### src/net_live_defs.svh
// Offsets, field positions, reset values and timing constants
`ifndef NET_LIVE_DEFS_SVH
`define NET_LIVE_DEFS_SVH

// Clock and time base
`define CLK_HZ 40000000
`define MS_HZ 1000
`define TICK_CYCLES (`CLK_HZ / `MS_HZ)

// Heartbeat send periods in ms
`define HB_MS_FAST 14'h03c
`define HB_MS_250 14'h078
`define HB_MS_125 14'h0f0
`define HB_MS_50 14'h258
`define HB_MS_20 14'h5dc
`define HB_MS_10 14'hbb8

// Missing-peer timeouts in ms
`define TO_MS_FAST 14'h0b4
`define TO_MS_250 14'h168
`define TO_MS_125 14'h2d0
`define TO_MS_50 14'h708
`define TO_MS_20 14'h1194
`define TO_MS_10 14'h2328

// Start-up hold-off and indicator blink half period in ms
`define STARTUP_MS 14'h1388
`define BLINK_MS 14'h1f4

// Register offsets
`define ADDR_CTRL 8'h00
`define ADDR_CFG 8'h04
`define ADDR_STAT 8'h08
`define ADDR_ZERO 8'h0c

// Control register fields
`define CTRL_NUM_LSB 0
`define CTRL_BAUD_LSB 4
`define CTRL_PROG 7
`define CTRL_RRUN 8
`define CTRL_RIO 9
`define CTRL_SCREEN 10
`define CTRL_RUN 11
`define CTRL_RST 12'h000

// Config register fields
`define CFG_PLESS_LSB 8
`define CFG_RST 16'h0000

`endif

### src/net_live_pkg.sv
// Types and timing decode shared by the liveness monitor
`default_nettype none
`include "net_live_defs.svh"
package net_live_pkg;

    typedef enum logic [2:0] {
        BAUD_1000, BAUD_500, BAUD_250, BAUD_125,
        BAUD_50, BAUD_20, BAUD_10, BAUD_RSVD
    } baud_e;

    typedef enum logic {RUN_STOP, RUN_GO} run_e;

    typedef logic [13:0] ms_t;

    function automatic ms_t period_ms(baud_e b);
        case (b)
            BAUD_1000, BAUD_500: period_ms = `HB_MS_FAST;
            BAUD_250: period_ms = `HB_MS_250;
            BAUD_125: period_ms = `HB_MS_125;
            BAUD_50: period_ms = `HB_MS_50;
            BAUD_20: period_ms = `HB_MS_20;
            default: period_ms = `HB_MS_10;
        endcase
    endfunction : period_ms

    function automatic ms_t timeout_ms(baud_e b);
        case (b)
            BAUD_1000, BAUD_500: timeout_ms = `TO_MS_FAST;
            BAUD_250: timeout_ms = `TO_MS_250;
            BAUD_125: timeout_ms = `TO_MS_125;
            BAUD_50: timeout_ms = `TO_MS_50;
            BAUD_20: timeout_ms = `TO_MS_20;
            default: timeout_ms = `TO_MS_10;
        endcase
    endfunction : timeout_ms

endpackage : net_live_pkg
`default_nettype wire

### src/watch_if.sv
// Link between the monitor core and the per-station timers
`timescale 1ns/1ps
`default_nettype none
interface watch_if;
    logic ms_tick;
    logic [7:0] hb_hit;
    net_live_pkg::ms_t to_ms;
    logic [7:0] absent;

    modport timer (input ms_tick, input hb_hit, input to_ms, output absent);
    modport core (output ms_tick, output hb_hit, output to_ms, input absent);
endinterface : watch_if
`default_nettype wire

### src/peer_timer.sv
// Per-station heartbeat timeout counters
`timescale 1ns/1ps
`default_nettype none
module peer_timer (
    input wire logic clock,
    input wire logic sys_rst,
    watch_if.timer w
);
    logic [7:0] absent_ff;

    genvar i;
    generate
        for (i = 0; i < 8; i++) begin : g_stn
            net_live_pkg::ms_t cnt_ff;
            net_live_pkg::ms_t nxt_cnt;
            wire expired = (nxt_cnt >= w.to_ms);
            assign nxt_cnt = w.hb_hit[i] ? '0 :
                (w.ms_tick && cnt_ff < w.to_ms) ?
                net_live_pkg::ms_t'(cnt_ff + 14'h0001) : cnt_ff;
            always_ff @(posedge clock) begin
                if (sys_rst) begin
                    cnt_ff <= '0;
                    absent_ff[i] <= 1'b0;
                end else begin
                    cnt_ff <= nxt_cnt;
                    absent_ff[i] <= expired && !w.hb_hit[i];
                end
            end
        end
    endgenerate

    assign w.absent = absent_ff;
endmodule : peer_timer
`default_nettype wire

### src/net_live_monitor.sv
// Station liveness monitor: heartbeats, absence bits, indicator, fallbacks
// Operation
// - Indicator dark if network down, steady on fault, blinking if healthy.
// - Initialised network with an undetected peer shows steady indicator.
// - Heartbeat every 60/60/120/240/600/1500/3000 ms per baud rate.
// - Peer missing after 180/180/360/720/1800/4500/9000 ms of silence.
// - Eight absence bits, one per station, set when its heartbeat timeout expires.
// - A detected missing peer turns the indicator steady on.
// - A program station zeroes inputs from a lost program-less peer.
// - Program-less remote I/O station zeroes station 1 outputs on loss.
// - A station with no station number sends no heartbeat and keeps a dark indicator.
// - During network reconfiguration the station goes to stopped state.
// - Master-follow keeps running on old data until station 1 times out.
// - Then master-follow zeroes received data and keeps its state.
// - With remote I/O too it also stops, only while status screen shown.
// - Such a remote I/O station runs again when station 1 goes running.
// - Data from a station is usable only while its absence bit is clear.
// - absent_eval_ok rises about 5 s after power-up; absence bits are not held off by it.
`timescale 1ns/1ps
`default_nettype none
`include "net_live_defs.svh"
module net_live_monitor #(
    parameter int TICK_CYCLES = `TICK_CYCLES
) (
    input wire logic clock,
    input wire logic sys_rst,
    input wire logic [7:0] reg_addr,
    input wire logic [31:0] reg_wdata,
    input wire logic reg_wr,
    input wire logic reg_rd,
    output logic [31:0] reg_rdata,
    input wire logic hb_rx_valid,
    input wire logic [2:0] hb_rx_station,
    input wire logic net_init_done,
    input wire logic config_fault,
    input wire logic own_fault,
    input wire logic reconfig_active,
    input wire logic master_mode_valid,
    input wire logic master_mode_run,
    output logic hb_tx,
    output logic led_net,
    output logic [7:0] station_absent_bits,
    output logic run_state,
    output logic [7:0] rx_zero,
    output logic [7:0] rx_use_ok,
    output logic absent_eval_ok
);
    // Software registers
    logic [11:0] ctrl_ff;
    logic [15:0] cfg_ff;
    logic [31:0] rdata_ff;

    // Time base and timers
    logic [31:0] div_ff;
    logic tick_ff;
    net_live_pkg::ms_t tx_cnt_ff;
    net_live_pkg::ms_t boot_cnt_ff;
    net_live_pkg::ms_t blink_cnt_ff;
    logic blink_ff;
    logic boot_done_ff;

    // Output flops
    logic hb_tx_ff;
    logic led_ff;
    logic [7:0] absent_ff;
    net_live_pkg::run_e run_ff;
    logic [7:0] zero_ff;
    logic [7:0] use_ok_ff;

    watch_if w ();

    // Control field decode
    wire [3:0] station_number = ctrl_ff[`CTRL_NUM_LSB +: 4];
    wire net_live_pkg::baud_e baud =
        net_live_pkg::baud_e'(ctrl_ff[`CTRL_BAUD_LSB +: 3]);
    wire has_program = ctrl_ff[`CTRL_PROG];
    wire remote_run = ctrl_ff[`CTRL_RRUN];
    wire remote_io = ctrl_ff[`CTRL_RIO];
    wire status_screen = ctrl_ff[`CTRL_SCREEN];
    wire local_run = ctrl_ff[`CTRL_RUN];
    wire [7:0] configured = cfg_ff[7:0];
    wire [7:0] program_less = cfg_ff[`CFG_PLESS_LSB +: 8];

    // Numbers 1..8 are valid; 0 means unassigned
    wire joined = (station_number != 4'h0) && (station_number <= 4'h8);
    wire [2:0] own_idx = 3'(station_number - 4'h1);
    wire [7:0] own_bit = joined ? (8'h01 << own_idx) : 8'h00;
    wire [7:0] peers = configured & ~own_bit;
    wire [7:0] missing = w.absent & peers & {8{joined}};
    wire master_lost = missing[0] && own_idx != 3'h0;
    wire net_up = joined && net_init_done && !config_fault;

    // Register access decode
    wire wr_ctrl = reg_wr && reg_addr == `ADDR_CTRL;
    wire wr_cfg = reg_wr && reg_addr == `ADDR_CFG;
    wire [31:0] stat_word = {20'h00000, boot_done_ff, run_ff, led_ff,
        hb_tx_ff, absent_ff};
    wire [31:0] rd_mux =
        reg_addr == `ADDR_CTRL ? {20'h00000, ctrl_ff} :
        reg_addr == `ADDR_CFG ? {16'h0000, cfg_ff} :
        reg_addr == `ADDR_STAT ? stat_word :
        reg_addr == `ADDR_ZERO ? {16'h0000, use_ok_ff, zero_ff} :
        32'h00000000;

    // Millisecond divider
    wire tick_wrap = div_ff == 32'(TICK_CYCLES - 1);
    wire [31:0] nxt_div = tick_wrap ? 32'h00000000 : div_ff + 32'h00000001;

    // Heartbeat transmit timer
    wire net_live_pkg::ms_t period = net_live_pkg::period_ms(baud);
    wire tx_due = tick_ff && (tx_cnt_ff >= period - 14'h0001);
    wire net_live_pkg::ms_t nxt_tx_cnt = !joined ? '0 :
        tx_due ? '0 :
        tick_ff ? net_live_pkg::ms_t'(tx_cnt_ff + 14'h0001) : tx_cnt_ff;

    // Start-up hold-off and blink
    wire boot_end = tick_ff && boot_cnt_ff == `STARTUP_MS - 14'h0001;
    wire blink_end = tick_ff && blink_cnt_ff == `BLINK_MS - 14'h0001;
    wire net_live_pkg::ms_t nxt_boot_cnt = boot_done_ff ? boot_cnt_ff :
        tick_ff ? net_live_pkg::ms_t'(boot_cnt_ff + 14'h0001) : boot_cnt_ff;
    wire net_live_pkg::ms_t nxt_blink_cnt = blink_end ? '0 :
        tick_ff ? net_live_pkg::ms_t'(blink_cnt_ff + 14'h0001) : blink_cnt_ff;

    // Indicator: dark, steady or blinking
    wire fault_seen = own_fault || |missing;
    wire nxt_led = !net_up ? 1'b0 :
        fault_seen ? 1'b1 :
        blink_ff;

    // Received-data zeroing per sending station
    wire [7:0] zero_prog = has_program ? (missing & program_less) : 8'h00;
    wire zero_rio = !has_program && remote_io && missing[0];
    wire zero_all = remote_run && master_lost;
    wire [7:0] nxt_zero = zero_prog |
        {7'h00, zero_rio} |
        {8{zero_all}};
    wire [7:0] nxt_use_ok = peers & ~missing & ~nxt_zero;

    // Operating state
    wire rio_stop = remote_run && remote_io && status_screen && master_lost;
    wire master_ev = remote_run && master_mode_valid;
    wire net_live_pkg::run_e nxt_run =
        reconfig_active ? net_live_pkg::RUN_STOP :
        rio_stop ? net_live_pkg::RUN_STOP :
        master_ev ? (master_mode_run ? net_live_pkg::RUN_GO :
            net_live_pkg::RUN_STOP) :
        remote_run ? run_ff :
        (local_run ? net_live_pkg::RUN_GO : net_live_pkg::RUN_STOP);

    // Timer links
    assign w.ms_tick = tick_ff;
    assign w.to_ms = net_live_pkg::timeout_ms(baud);
    assign w.hb_hit = (hb_rx_valid && joined) ?
        (8'h01 << hb_rx_station) & ~own_bit : 8'h00;

    peer_timer u_timer (
        .clock(clock),
        .sys_rst(sys_rst),
        .w(w.timer)
    );

    always_ff @(posedge clock) begin
        if (sys_rst) begin
            ctrl_ff <= `CTRL_RST;
            cfg_ff <= `CFG_RST;
            rdata_ff <= 32'h00000000;
        end else begin
            if (wr_ctrl) begin
                ctrl_ff <= reg_wdata[11:0];
            end
            if (wr_cfg) begin
                cfg_ff <= reg_wdata[15:0];
            end
            rdata_ff <= reg_rd ? rd_mux : 32'h00000000;
        end
    end

    always_ff @(posedge clock) begin
        if (sys_rst) begin
            div_ff <= 32'h00000000;
            tick_ff <= 1'b0;
            tx_cnt_ff <= '0;
            boot_cnt_ff <= '0;
            boot_done_ff <= 1'b0;
            blink_cnt_ff <= '0;
            blink_ff <= 1'b0;
        end else begin
            div_ff <= nxt_div;
            tick_ff <= tick_wrap;
            tx_cnt_ff <= nxt_tx_cnt;
            boot_cnt_ff <= nxt_boot_cnt;
            boot_done_ff <= boot_done_ff || boot_end;
            blink_cnt_ff <= nxt_blink_cnt;
            blink_ff <= blink_ff ^ blink_end;
        end
    end

    always_ff @(posedge clock) begin
        if (sys_rst) begin
            hb_tx_ff <= 1'b0;
            led_ff <= 1'b0;
            absent_ff <= 8'h00;
            run_ff <= net_live_pkg::RUN_STOP;
            zero_ff <= 8'h00;
            use_ok_ff <= 8'h00;
        end else begin
            hb_tx_ff <= tx_due && joined;
            led_ff <= nxt_led;
            absent_ff <= missing;
            run_ff <= nxt_run;
            zero_ff <= nxt_zero;
            use_ok_ff <= nxt_use_ok;
        end
    end

    assign reg_rdata = rdata_ff;
    assign hb_tx = hb_tx_ff;
    assign led_net = led_ff;
    assign station_absent_bits = absent_ff;
    assign run_state = run_ff == net_live_pkg::RUN_GO;
    assign rx_zero = zero_ff;
    assign rx_use_ok = use_ok_ff;
    assign absent_eval_ok = boot_done_ff;
endmodule : net_live_monitor
`default_nettype wire

### config.mk
export PLATFORM = sky130hd
export DESIGN_NAME = net_live_monitor
export DESIGN_NICKNAME = d
export VERILOG_FILES = /design/src/net_live_pkg.sv /design/src/watch_if.sv /design/src/peer_timer.sv /design/src/net_live_monitor.sv
export VERILOG_INCLUDE_DIRS = /design/src
export SDC_FILE = /design/constraint.sdc
export NUM_CORES = 1
export LEC_CHECK = 0
export ABC_AREA = 1
export BUFFER_PORTS_ARGS = -buffer_cell sky130_fd_sc_hd__buf_4
export CAP_MARGIN = 30
export CORE_AREA = 2 2 163 205
export DETAILED_ROUTE_END_ITERATION = 10
export DIE_AREA = 0 0 165 207
export HOLD_SLACK_MARGIN = 0.08
export PLACE_DENSITY = 0.8
export SYNTH_ARGS = -nofsm -noshare
export SYNTH_HDL_FRONTEND = slang
export SYNTH_SLANG_ARGS = --single-unit
export TNS_END_PERCENT = 100
### constraint.sdc
create_clock -name clock -period 6.7 [get_ports clock]
set_input_delay 1.005 -clock clock [delete_from_list [all_inputs] [get_ports clock]]
set_output_delay 1.005 -clock clock [all_outputs]
set_load 0.02 [all_outputs]
==> impl_metrics.py <==
metrics = {
    "outcome": {
        "status": "complete, no violations",
    },
    "layout": {
        "nFillCells": 2953,
        "antenna_cells": 0,
        "area_growth_pct": 10.8,
        "utilization_pct": 59.8,
        "nNetsFinal": 2800,
        "stdcell_count": 3002,
        "final_cell_area_um2": 19300,
        "final_layout_size_suffix_gt1_share_pct": 8.32,
    },
    "hold_path": {
        "min_from": "blink_cnt_ff[8]$_SDFFE_PP0P_",
        "holdPathStages": 2,
        "hold_end": "blink_cnt_ff[8]$_SDFFE_PP0P_",
        "min_path_type": "register to register",
    },
    "timing": {
        "max_freq_ghz": 0.202,
        "slew_headroom_pct": 42.0,
        "hold_ws_ns": 0.451,
        "setup_ws_ns": 1.75,
        "fin_crit_sh_pct": 73.9,
        "finalHoldViolCount": 0,
        "fin_crit_ns": 4.95,
        "grt_setup_unrepaired": "no",
        "setup_viol": 0,
        "maxSlewViolCount": 0,
        "fin_skew_ns": 0.0298,
        "fin_setup_tns_ns": 0,
        "tightest_slew_ns": 0.870,
    },
    "floorplanning": {
        "fp.dieH_um": 207,
        "std_cell_rows": 74,
        "initial_core_util_pct": 54.0,
        "dieArea_um2": 34200,
        "ios": 114,
        "die_w_um": 165,
        "core_area_um2": 32300,
    },
    "clocking": {
        "worst_setup_hold_path_clk_slew_ns": 0.06,
        "clock_latency_ns": 0.59,
        "max-clock-path-buffers": 3,
        "cts.sinks": 268,
        "hold_buffers": 0,
        "cts_tree": "done",
        "cts_buffers": 29,
        "cts_setup_buffers": 0,
        "htree_levels": 1,
        "root_buffer": "clkbuf_16",
        "ctsResizeCount": 0,
    },
    "setup_path": {
        "critPathKind": "register to register",
        "r2r_slack_ns": 1.75,
        "r2r-start": "ctrl_ff[6]$_SDFFE_PP0P_",
        "rr_endpoint": "u_timer.w.absent[1]$_SDFF_PP0_",
        "arrival_ns": 5.41,
        "reg2regPathDepth": 23,
        "path_cells": "inv_4 -> nand2_4 -> nand2_1 -> inv_1 -> buf_4 -> ha_1 -> a21oi_1 -> nor2_1 -> o21bai_4 -> nand3_2 -> nor3_2 -> nand3_1 -> nor2_1 -> nand2_1 -> nand3_1 -> inv_1 -> ha_1 -> nand3_1 -> nor3_1 -> nand3_1 -> nand2_1 -> nand2_1 -> a21oi_1",
        "max_stage_delay_ns": 0.52,
        "crit_required_ns": 7.16,
        "crit_path_start_kind": "register",
        "crit_path_top_delay_cell": "dfxtp_1",
        "cp_max_fo": 20,
        "worstSetupEndpointType": "register",
    },
    "place": {
        "gp_congestion": 0.972,
        "dp.cells": 2948,
        "placed_cell_area_um2": 18400,
        "place_ws_ns": 1.91,
        "hpwl_um": 33800,
        "port_buffers": 81,
    },
    "power_and_ir_drop": {
        "leakagePower_nw": 8.59,
        "ir_drop_v": 0.000184,
        "total_power_mw": 3.27,
        "powerDensity_nw_per_um2": 169,
    },
    "routing": {
        "route.met3.wl_um": 2820,
        "vias": 16900,
        "wl_met1_um": 18300,
        "initialDrtViolationCount": 1387,
        "wire_per_inst_um": 15.4,
        "route.detailed.drc": 0,
        "drt.antenna.violating_nets": 0,
        "vias_per_cell": 5.62,
        "wirelength_um": 46300,
        "routed-wl-met2_um": 22700,
        "top_layer": "met4",
        "first_pass_iters": 6,
    },
    "grt": {
        "grt_pass1_wl_um": 74700,
        "antenna_found_initial": 0,
        "grt_start_max_net_pins": 62,
        "grt_overflow_total": 0,
        "grt_pass1_vias": 16000,
        "grt_use_total_pct": 26.4,
    },
    "synth": {
        "synth.most_common_cell": "nand2_1",
        "yosysSeqAreaShare_pct": 30.8,
        "netlist_instances": 2484,
        "syn_avg_cell_area_um2": 7.02,
        "synthTopCellsByArea": "dfxtp_1 31%, ha_1 13%, nand2_1 9.4%",
        "synthTopCellsByCount": "439 x nand2_1, 343 x nor2_1, 321 x inv_1, 268 x dfxtp_1, 185 x ha_1",
        "synth-warning-count": 0,
        "ys_seq_elements": 268,
        "synth_top_area_cell": "dfxtp_1",
        "ys_types": 59,
        "syn-cell-area_um2": 17400,
        "synth-main-ff-cell": "dfxtp_1",
        "synth.top_cell.area_share_pct": 30.8,
        "synth_edf_count": 0,
        "ys_async_sr_fraction_pct": 0,
    },
    "flow_run": {
        "cap_violations": 0,
    },
}
-- final cells by class --
class                      instances  area (um2)  share of cell area (%)
clock inverter                    15         130                   0.674
timing repair buffer              94         706                    3.65
clock buffer                      39         803                    4.16
inverter                         333        1250                    6.49
tap                              418         523                    2.71
multi-input combinational       1835       10500                    54.5
sequential                       268        5370                    27.8
-- worst max-delay path, delay by kind of cell (launching register included) --
kind,cells,cell delay [ns]
adders and majority gates,2,0.60
buffers and inverters,4,1.14
AOI/OAI and AO/OA,3,0.56
and+or+nand+nor,14,1.98
DFF,1,0.52
-- state kept, by name (all words and copies together), names as in the netlist, 8 cells and up --
name	count
div_ff	32
cfg_ff	16
tx_cnt_ff	14
rx_zero	8
ctrl_ff	12
u_timer.g_stn.cnt_ff	112
rx_use_ok	8
station_absent_bits	8
boot_cnt_ff	14
reg_rdata	16
blink_cnt_ff	14
u_timer.w.absent	8
-- worst max path at each step --
stage                                        from                        endpoint  slack [ns]  depth (start not counted)
after CTS                 ctrl_ff[4]$_SDFFE_PP0P_  u_timer.w.absent[1]$_SDFF_PP0_        1.85                         24
after detailed placement  ctrl_ff[4]$_SDFFE_PP0P_  u_timer.w.absent[1]$_SDFF_PP0_        1.91                         24
after global placement    ctrl_ff[4]$_SDFFE_PP0P_  u_timer.w.absent[6]$_SDFF_PP0_        2.04                         25
after floorplan           ctrl_ff[5]$_SDFFE_PP0P_  u_timer.w.absent[4]$_SDFF_PP0_        2.50                         23
final                     ctrl_ff[6]$_SDFFE_PP0P_  u_timer.w.absent[1]$_SDFF_PP0_        1.75                         23
after global routing      ctrl_ff[6]$_SDFFE_PP0P_  u_timer.w.absent[1]$_SDFF_PP0_        1.36                         23
-- routing by layer --
metal,track usage (%),vias to the layer above
met4,13.6,0
li1,-,8379
met2,47.6,559
met5,0,-
met3,3.12,156
met1,30.3,7791
-- logic make-up after synthesis --
group / Yosys count / share of synthesized area [%]
AOI/OAI and AO/OA: 311 / 10.1
xor gates and xnor gates: 85 / 4.27
adders and majority gates: 185 / 13.3
buffers and inverters: 396 / 9.20
DFF: 268 / 30.8
muxes: 1 / 0.0574
other: 1 / 0.0215
and+or+nand+nor: 1237 / 32.4
-- cell usage in the layout, fill, tap and decap left out, types with 9 or more instances in the layout --
cell type,synthesis,routed
clkbuf_16,0,29
buf_4,21,94
conb_1,1,16
nor2_1,343,343
xor2_1,70,70
nor3b_1,9,9
xnor2_1,15,15
nor4_1,37,37
nand4_1,62,62
a21oi_1,154,153
dfxtp_1,268,268
nand3_1,164,164
o21ai_0,91,90
nor3_2,11,11
nand2_1,439,439
nor3_1,120,120
ha_1,185,185
nor2_2,11,11
o211ai_1,9,9
inv_1,321,321
clkinv_2,1,9
-- report_power, final --
| part | total (mW) | switching (mW) | internal [mW] |
|---|---|---|---|
| logic | 0.0845 | 0.0598 | 0.0246 |
| registers | 1.60 | 0.00148 | 1.59 |
| clock network | 1.59 | 0.702 | 0.887 |
| total | 3.27 | 0.763 | 2.51 |
No activity file was read; power rests on OpenSTA's default activity.
